==> src/logic/tpg_defs.vh <==
`ifndef TPG_DEFS_VH
`define TPG_DEFS_VH
// Clock rate in MHz
`define TPG_CLK_MHZ 25
// Sleep entry time in microseconds
`define TPG_SLEEP_ENTRY_US 100
// Charge pump settle time in microseconds
`define TPG_CP_SETTLE_US 3000
// Cycles of settled input sampling after reset
`define TPG_INIT_CYCLES 8
// Register byte offsets
`define TPG_REG_CTRL 4'h0
`define TPG_REG_STATUS 4'h4
`define TPG_REG_FAULT 4'h8
// Control fields
`define TPG_CTRL_FREEWHEEL 0
`define TPG_CTRL_CLEAR 1
`define TPG_CTRL_RST 2'h0
// Fault word width and field positions
`define TPG_FAULT_W 12
`define TPG_FB_SHORT 0
`define TPG_FB_OTEMP 6
`define TPG_FB_VREG_UV 7
`define TPG_FB_BOOT_UV 8
`define TPG_FB_VDD_UV 11
`endif

==> src/logic/tpg_gate_ctrl.v <==
// Our own choices: the Wishbone slave port and the address map.
`include "tpg_defs.vh"
module tpg_gate_ctrl #(
  parameter SLEEP_CYC = `TPG_SLEEP_ENTRY_US * `TPG_CLK_MHZ,
  parameter SETTLE_CYC = `TPG_CP_SETTLE_US * `TPG_CLK_MHZ
) (
  // Clock and reset
  input wire SYS_CLK,
  input wire NRST,
  // Phase and chop commands
  input wire PHASE_A_HI_CMD,
  input wire PHASE_B_HI_CMD,
  input wire PHASE_C_HI_CMD,
  input wire PHASE_A_LO_CMD,
  input wire PHASE_B_LO_CMD,
  input wire PHASE_C_LO_CMD,
  input wire HI_CHOP_IN,
  input wire LO_CHOP_IN,
  // Mode and sleep pins
  input wire FREEWHEEL_N,
  input wire SLEEP_RESET_N,
  input wire SHOOT_THROUGH_ENABLE,
  input wire STOP_ON_FAULT_SEL,
  input wire DEADTIME_AT_GROUND,
  // Fault detector levels
  input wire [5:0] SHORT_DET,
  input wire OVERTEMP_DET,
  input wire VDD_UV_DET,
  input wire VREG_UV_DET,
  input wire [2:0] BOOT_UV_DET,
  // Gate drive
  output reg [2:0] HI_GATE_OUT,
  output reg [2:0] LO_GATE_OUT,
  output reg GATE_OE,
  // Open-drain fault flags
  input wire FAULT_FLAG_B_IN,
  output wire FAULT_FLAG_A_OUT,
  output reg FAULT_FLAG_A_OE,
  output wire FAULT_FLAG_B_OUT,
  output reg FAULT_FLAG_B_OE,
  // Wishbone slave
  input wire CYC_I,
  input wire STB_I,
  input wire WE_I,
  input wire [3:0] ADR_I,
  input wire [3:0] SEL_I,
  input wire [31:0] DAT_I,
  output reg [31:0] DAT_O,
  output reg ACK_O
);
  localparam FW = `TPG_FAULT_W;
  localparam [3:0] ST_INIT = 4'h1;
  localparam [3:0] ST_RUN = 4'h2;
  localparam [3:0] ST_SLEEP = 4'h4;
  localparam [3:0] ST_WAKE = 4'h8;
  localparam [31:0] SLEEP_N = SLEEP_CYC;
  localparam [31:0] SETTLE_N = SETTLE_CYC;
  localparam [31:0] INIT_N = `TPG_INIT_CYCLES;

  // Phase decode: returns {high gate, low gate}
  function [1:0] phase_dec;
    input hi;
    input lo;
    input ph;
    input pl;
    input dt_off;
    input cc;
    begin
      case ({hi, lo})
        2'b01: phase_dec = {~pl, pl};
        2'b10: phase_dec = {ph, ~ph};
        2'b11: begin
          if (!dt_off)
            phase_dec = 2'b00;
          else if (ph & ~pl)
            phase_dec = 2'b10;
          else if (~ph & pl)
            phase_dec = 2'b01;
          else if (ph & pl & cc)
            phase_dec = 2'b11;
          else
            phase_dec = 2'b00;
        end
        default: phase_dec = 2'b00;
      endcase
    end
  endfunction

  // Pin synchronisers
  wire [13:0] pins_raw;
  wire [13:0] pins;
  assign pins_raw = {FAULT_FLAG_B_IN, DEADTIME_AT_GROUND, STOP_ON_FAULT_SEL,
    SHOOT_THROUGH_ENABLE, SLEEP_RESET_N, FREEWHEEL_N, LO_CHOP_IN,
    HI_CHOP_IN, PHASE_C_LO_CMD, PHASE_B_LO_CMD, PHASE_A_LO_CMD,
    PHASE_C_HI_CMD, PHASE_B_HI_CMD, PHASE_A_HI_CMD};

  tpg_sync #(
    .W(14)
  ) u_sync (
    .clk(SYS_CLK),
    .nrst(NRST),
    .din(pins_raw),
    .q(pins)
  );

  wire [2:0] hi_cmd = pins[2:0];
  wire [2:0] lo_cmd = pins[5:3];
  wire chop_h = pins[6];
  wire chop_l = pins[7];
  wire freewheel_n = pins[8];
  wire sleep_n = pins[9];
  wire cc_en = pins[10];
  wire stop_on_fault_sel = pins[11];
  wire dt_off = pins[12];
  wire ser_clk = pins[13];

  // Fault detector levels
  wire [FW-1:0] fault_now;
  wire ser_done;
  wire pulse_clear;
  wire sw_clear;
  assign fault_now = {VDD_UV_DET, BOOT_UV_DET, VREG_UV_DET, OVERTEMP_DET,
    SHORT_DET};

  reg [3:0] state_q;
  reg [31:0] cnt_q;
  reg [FW-1:0] fault_reg_q;
  reg short_lat_q;
  reg boot_lat_q;
  reg [1:0] ctrl_q;
  reg ser_clk_q;
  reg [FW-1:0] ser_sh_q;
  reg [3:0] ser_cnt_q;
  reg ser_bit_q;
  reg ser_arm_q;
  reg ser_tail_q;

  // Sleep, wake and init sequencing
  wire run = state_q == ST_RUN;
  wire enter_sleep = run && !sleep_n && cnt_q + 32'h1 >= SLEEP_N;
  assign pulse_clear = run && sleep_n && cnt_q != 32'h0;

  always @(posedge SYS_CLK or negedge NRST) begin
    if (!NRST) begin
      state_q <= ST_INIT;
      cnt_q <= 32'h0;
    end else begin
      case (state_q)
        ST_INIT: begin
          if (cnt_q + 32'h1 >= INIT_N) begin
            state_q <= ST_RUN;
            cnt_q <= 32'h0;
          end else
            cnt_q <= cnt_q + 32'h1;
        end
        ST_RUN: begin
          if (enter_sleep) begin
            state_q <= ST_SLEEP;
            cnt_q <= 32'h0;
          end else if (!sleep_n)
            cnt_q <= cnt_q + 32'h1;
          else
            cnt_q <= 32'h0;
        end
        ST_SLEEP: begin
          if (sleep_n) begin
            state_q <= ST_WAKE;
            cnt_q <= 32'h0;
          end
        end
        ST_WAKE: begin
          if (!sleep_n) begin
            state_q <= ST_SLEEP;
            cnt_q <= 32'h0;
          end else if (cnt_q + 32'h1 >= SETTLE_N) begin
            state_q <= ST_RUN;
            cnt_q <= 32'h0;
          end else
            cnt_q <= cnt_q + 32'h1;
        end
        default: begin
          state_q <= ST_INIT;
          cnt_q <= 32'h0;
        end
      endcase
    end
  end

  // Latched faults; freewheel plays no part here
  wire any_short = |SHORT_DET;
  wire any_boot = |BOOT_UV_DET;
  wire sleeping = state_q == ST_SLEEP;
  wire clr_lat = sleeping | pulse_clear | sw_clear;

  always @(posedge SYS_CLK or negedge NRST) begin
    if (!NRST) begin
      fault_reg_q <= {FW{1'b0}};
      short_lat_q <= 1'b0;
      boot_lat_q <= 1'b0;
    end else begin
      if (sleeping)
        fault_reg_q <= {FW{1'b0}};
      else if (clr_lat || ser_done)
        fault_reg_q <= fault_now;
      else
        fault_reg_q <= fault_reg_q | fault_now;
      if (sleeping)
        short_lat_q <= 1'b0;
      else if (any_short && stop_on_fault_sel)
        short_lat_q <= 1'b1;
      else if (clr_lat || ser_done)
        short_lat_q <= 1'b0;
      if (sleeping)
        boot_lat_q <= 1'b0;
      else if (any_boot)
        boot_lat_q <= 1'b1;
      else if (clr_lat)
        boot_lat_q <= 1'b0;
    end
  end

  // Fault flag levels
  wire uv_now = VDD_UV_DET | VREG_UV_DET | boot_lat_q;
  wire short_flag = any_short | short_lat_q;
  wire flag_a = OVERTEMP_DET | uv_now;
  wire flag_b = short_flag | uv_now;
  wire ser_ok = (short_flag | uv_now) & ~OVERTEMP_DET;
  wire out_dis = uv_now | (stop_on_fault_sel & (short_lat_q | OVERTEMP_DET));

  // Serial fault word, MSB first, one bit per rising clock on flag b
  // Edges count only once the released flag b was seen high
  wire ser_rise = ser_clk & ~ser_clk_q & ser_arm_q;
  wire ser_fall = ~ser_clk & ser_clk_q;
  assign ser_done = ser_rise && ser_cnt_q == FW[3:0] - 4'h1;

  always @(posedge SYS_CLK or negedge NRST) begin
    if (!NRST) begin
      ser_clk_q <= 1'b0;
      ser_arm_q <= 1'b0;
      ser_sh_q <= {FW{1'b0}};
      ser_cnt_q <= 4'h0;
      ser_bit_q <= 1'b0;
      ser_tail_q <= 1'b0;
    end else begin
      ser_clk_q <= ser_clk;
      ser_arm_q <= ser_ok && !sleeping &&
        (ser_arm_q || (ser_clk && !FAULT_FLAG_B_OE));
      if (!ser_ok || sleeping) begin
        ser_cnt_q <= 4'h0;
        ser_bit_q <= 1'b0;
        ser_tail_q <= 1'b0;
      end else if (ser_rise) begin
        if (ser_cnt_q == 4'h0) begin
          ser_bit_q <= fault_reg_q[FW-1];
          ser_sh_q <= {fault_reg_q[FW-2:0], 1'b0};
        end else begin
          ser_bit_q <= ser_sh_q[FW-1];
          ser_sh_q <= {ser_sh_q[FW-2:0], 1'b0};
        end
        if (ser_done)
          ser_cnt_q <= 4'h0;
        else
          ser_cnt_q <= ser_cnt_q + 4'h1;
        ser_tail_q <= ser_done; // Last bit stands until the clock falls
      end else if (ser_fall)
        ser_tail_q <= 1'b0;
      else if (ser_cnt_q == 4'h0 && !ser_tail_q)
        ser_bit_q <= 1'b0;
    end
  end

  // Flags are open drain: low driven, high released
  wire ser_active = ser_ok && (ser_cnt_q != 4'h0 || ser_tail_q);
  assign FAULT_FLAG_A_OUT = 1'b0;
  assign FAULT_FLAG_B_OUT = 1'b0;

  always @(posedge SYS_CLK or negedge NRST) begin
    if (!NRST) begin
      FAULT_FLAG_A_OE <= 1'b1;
      FAULT_FLAG_B_OE <= 1'b1;
    end else begin
      FAULT_FLAG_A_OE <= ser_active ? ~ser_bit_q : ~flag_a;
      FAULT_FLAG_B_OE <= ~flag_b;
    end
  end

  // Gate decode and override
  reg [1:0] dec;
  reg [2:0] hi_d;
  reg [2:0] lo_d;
  integer i;
  wire gates_off = !run || !freewheel_n || out_dis ||
    ctrl_q[`TPG_CTRL_FREEWHEEL];
  wire cc_ok = dt_off & cc_en;

  always @* begin
    dec = 2'b00;
    hi_d = 3'h0;
    lo_d = 3'h0;
    for (i = 0; i < 3; i = i + 1) begin
      dec = phase_dec(hi_cmd[i], lo_cmd[i], chop_h, chop_l, dt_off, cc_ok);
      hi_d[i] = dec[1] & ~gates_off;
      lo_d[i] = dec[0] & ~gates_off;
    end
  end

  always @(posedge SYS_CLK or negedge NRST) begin
    if (!NRST) begin
      HI_GATE_OUT <= 3'h0;
      LO_GATE_OUT <= 3'h0;
      GATE_OE <= 1'b1;
    end else begin
      HI_GATE_OUT <= hi_d;
      LO_GATE_OUT <= lo_d;
      GATE_OE <= !sleeping;
    end
  end

  // Wishbone slave
  wire bus_req = CYC_I & STB_I & ~ACK_O;
  wire wr_ctrl = CYC_I & STB_I & ACK_O & WE_I & SEL_I[0] &
    ADR_I == `TPG_REG_CTRL;
  assign sw_clear = wr_ctrl & DAT_I[`TPG_CTRL_CLEAR];

  always @(posedge SYS_CLK or negedge NRST) begin
    if (!NRST) begin
      ACK_O <= 1'b0;
      DAT_O <= 32'h0;
      ctrl_q <= `TPG_CTRL_RST;
    end else begin
      ACK_O <= bus_req;
      if (wr_ctrl)
        ctrl_q <= {1'b0, DAT_I[`TPG_CTRL_FREEWHEEL]};
      if (bus_req && !WE_I) begin
        case (ADR_I)
          `TPG_REG_CTRL: DAT_O <= {30'h0, ctrl_q};
          `TPG_REG_STATUS: DAT_O <= {16'h0, stop_on_fault_sel, dt_off, cc_en, out_dis,
            flag_b, flag_a, state_q, LO_GATE_OUT, HI_GATE_OUT};
          `TPG_REG_FAULT: DAT_O <= {{(32-FW){1'b0}}, fault_reg_q};
          default: DAT_O <= 32'h0;
        endcase
      end else
        DAT_O <= 32'h0;
    end
  end
endmodule // tpg_gate_ctrl

==> src/logic/tpg_sync.v <==
module tpg_sync #(
  parameter W = 1
) (
  input wire clk,
  input wire nrst,
  input wire [W-1:0] din,
  output reg [W-1:0] q
);
  reg [W-1:0] s1_q;
  reg [W-1:0] s2_q;
  reg [W-1:0] s3_q;

  // A bit changes once the second and third stages agree
  always @(posedge clk or negedge nrst) begin
    if (!nrst) begin
      s1_q <= {W{1'b0}};
      s2_q <= {W{1'b0}};
      s3_q <= {W{1'b0}};
      q <= {W{1'b0}};
    end else begin
      s1_q <= din;
      s2_q <= s1_q;
      s3_q <= s2_q;
      q <= (s2_q & s3_q) | (q & (s2_q | s3_q));
    end
  end
endmodule // tpg_sync

==> config.mk <==
export PLATFORM = sky130hd
export DESIGN_NAME = tpg_gate_ctrl
export DESIGN_NICKNAME = d
export VERILOG_FILES = /design/src/logic/tpg_gate_ctrl.v /design/src/logic/tpg_sync.v
export VERILOG_INCLUDE_DIRS = /design/src /design/src/logic
export SDC_FILE = /design/constraint.sdc
export NUM_CORES = 1
export LEC_CHECK = 0
export BUFFER_PORTS_ARGS = -buffer_cell sky130_fd_sc_hd__buf_2
export CORE_UTILIZATION = 25
export CTS_BUF_LIST = sky130_fd_sc_hd__clkbuf_16
export CTS_CLUSTER_SIZE = 14
export DETAILED_ROUTE_END_ITERATION = 6
export PLACE_DENSITY_LB_ADDON = 0.12
export SYNTH_ARGS = -nofsm -noshare
export SYNTH_HDL_FRONTEND = slang
export SYNTH_SLANG_ARGS = --single-unit
==> constraint.sdc <==
create_clock -name SYS_CLK -period 3.3 [get_ports SYS_CLK]
set_input_delay 0.165 -clock SYS_CLK [delete_from_list [all_inputs] [get_ports SYS_CLK]]
set_output_delay 0.165 -clock SYS_CLK [all_outputs]
set_load 0.02 [all_outputs]
==> metrics <==
result of the run=complete, no violations; Leakage=3.97 nW; quantity of I/O buffers inserted on ports=between 60 and 70; number of vias in the routed layout=about 5600; Fill cells=between 2000 and 3000; placer's final routability congestion estimate=around 0.81; worst hold path depth=4; setup slack on the worst flop-to-flop path=around 0.26 ns; Row Count=between 60 and 70; Skew-Pair Late Insertion Delay=0.43 ns; clock root cell=clkbuf_16; largest net degree at the start of global routing=between 70 and 80; die extent in y=between 150 and 200 um; First-pass DRT Iterations=5; skew final=0.0128 ns; mean instance size in the synthesized netlist=around 10 um2; top cells by area in the synthesized netlist=dfrtp_1, nor2_1, nand2_1, a21oi_1, and2_1; library cell with the highest instance count after synthesis=dfrtp_1; post-synthesis cell area=around 0.0073 mm2; cell accounting for the most synthesized area=dfrtp_1; ys async rst share=100%; width of the die=around 170 um; number of buffers on the longest clock path=2; fin crit period=around 3.0 ns; routed length per instance=around 16 um; WL final=18700 um; Max FO, Critical Path=8; arrival time reported for the critical path endpoint=3.36 ns; placeable core area=about 0.029 mm2; Starting Density=25.4%; via count of the first global-routing pass=approximately 5500; via/cell ratio=around 4.7; clock transition time at the flip-flop clock pins of the worst setup and hold paths=approximately 0.07 ns; Yosys top cell area share=50.8%; Syn-to-layout area delta=23.3%; Post-CTS Setup Inserts=0; final hold violations=0; RSZ-0062 raised after global routing=no; final clock period utilization by the worst path=92.2%; cell count after synthesis=around 700; TritonCTS clock tree=built; Worst setup EP type=register; # clock sinks=between 150 and 200; met1 track utilization from global routing=between 10% and 20%; TritonCTS buffer count=17; worst endpoint required time=approximately 3.6 ns; initial antenna violation count=0; startpoint types=register; power density of the placed cells=528 mW/mm2; cell count of the worst reg-to-reg path=10; total global-route track usage=a little over an eighth; fraction of met2 tracks used by global routing=approximately a fifth; ANT cells=0; wire length of the first global-routing pass=slightly above 30000 um; Worst Hold Margin=0.104 ns; Fin Setup TNS=0 ns; number of synthesized flops with an enable pin=0; number of top-level pins=about 120; met3 usage=2.29%; share of the yosys chip area belonging to registers=between 50% and 60%; placed wire-length estimate after detailed placement=13300 um; fraction of layout cells with a size suffix above 1=between 20 and 25%; Max Clock Freq=about 330 MHz; Hold WC Path Type=in -> reg; Max-Slew Margin vs Limit=approximately 50%; H-Tree Level Count=4; count of routing violations after the opening detailed-route iteration=about 300; max cap viols=0; slew at the pin closest to its max-slew limit=~0.77 ns; maximum vdd drop=0.000346 V; critical path type=reg -> reg; number of warnings printed during yosys synthesis=0; global-route layer with the greatest usage=met2; number of synthesized register bits=around 150; remaining antenna violation count=0; flip-flop cell with the highest count after synthesis=dfrtp_1; number of remaining DRC errors=0; endpoints failing setup=0; most used standard cells in the synthesized netlist=dfrtp_1, nor2_1, nand2_1; number of unique standard cell types used by synthesis=just under 80; Total Die Area=just under 0.03 mm2; final count of pins violating max slew=0; Layout Nets=880; global-route congestion overflow total=0
through the flow:
step	util [%]	instance area, um2	cells	setup slack [ns]	power (mW)
finish	31.3	8980	1202	0.257	4.74
floorplan	-	7350	719	0.331	2.55
global placement	28.1	8080	1140	0.283	2.79
global route	31.3	8980	1202	0.0667	5.01
detailed placement	28.1	8080	1140	0.210	2.80
CTS	31.3	8980	1202	0.194	4.83
per-layer routing:
layer  vias up  part of all wire [%]
li1       2701                     -
met1      2774                    50
met2       106                    45
met3        27                   2.6
met4         0                   2.5
met5         -                     0
critical path, stage by stage (launching register included):
cell and delay, ns:
dfrtp_1 0.42, ha_1 0.25, and4_4 0.23, or3_1 0.35, a2111oi_4 0.43, o221ai_2 0.19, nand2b_4 0.21, nor4_4 0.36
a211oi_4 0.07, buf_4 0.20, o41ai_1 0.23
area by class of cell:
cell class                      instances  area, um2  share of cell area (%)
Tap cell                              384        480                    5.35
Timing Repair Buffer                  129        892                    9.93
Clock inverter                         15        176                    1.96
Multi-Input combinational cell        485       3120                    34.7
Clock buffer                           17        425                    4.74
Inverter                               20       75.1                   0.836
Sequential cell                       152       3810                    42.4
flip-flops by register name (all words and copies together) (netlist names), 3 cells and up:
signal,count
cnt_q,32
DAT_O,16
u_sync.q,14
u_sync.s1_q,14
u_sync.s2_q,14
u_sync.s3_q,14
fault_reg_q,12
ser_sh_q,11
ser_cnt_q,4
state_q,4
HI_GATE_OUT,3
LO_GATE_OUT,3
repair_timing:
| item | CTS | global route |
|---|---|---|
| hold endpoints to repair | 98 | 0 |
| hold buffers | 30 | 0 |
| gates resized for setup | 0 | 1 |
| endpoints found under the setup margin | 0 | 1 |
cell families after synthesis:
kind of cell / count (synthesis) / share of synthesized area (%)
simple gates: 284 / 22.5
flops: 152 / 52.3
compound gates: 137 / 13.0
buf+inv: 82 / 5.86
fa+ha+maj: 18 / 2.61
mux: 15 / 2.11
xor+xnor: 13 / 1.56
other cells: 1 / 0.0515
placed cells by master, fill, tap and decap left out, types with 4 or more instances in the layout:
cell type      instances
or3_1                 14
a22oi_1               10
conb_1                18
nand4b_1               8
clkbuf_16             17
mux2i_1               12
xor2_1                 5
dfstp_2                4
inv_1                 20
dlygate4sd3_1         30
xnor2_1                8
buf_2                 62
nor2_1                54
nand2_1               52
a211oi_1               4
a221oi_1               9
and4_1                 9
nand4_1               12
a31oi_1                6
maj3_1                14
nor3b_1                7
dfrtp_1              147
inv_8                  4
a21oi_1               38
ha_1                   4
nand2b_1               4
and3_1                 9
nor4_1                13
clkinv_8               5
o21ai_0               26
nor3_1                18
or2_2                  4
buf_4                 36
o21ai_1                7
and2_1                26
nand3_1               23
final timing paths:
kind,start,endpoint
max,cnt_q[0],cnt_q[9]
min,WE_I,DAT_O[12]
max reg2reg,cnt_q[0],cnt_q[9]
min reg2reg,u_sync.s1_q[5],u_sync.s2_q[5]
max in group asynchronous,NRST,cnt_q[10]
min in group asynchronous,NRST,ser_sh_q[1]
report_power, final:
part	switching, mW	internal, mW	leakage (nW)	total, mW
registers	0.147	2.03	1.89	2.18
logic	0.357	0.256	1.80	0.613
clock network	0.930	1.02	0.286	1.95
total	1.43	3.31	3.97	4.74
Power figures use the tool's default switching activity.
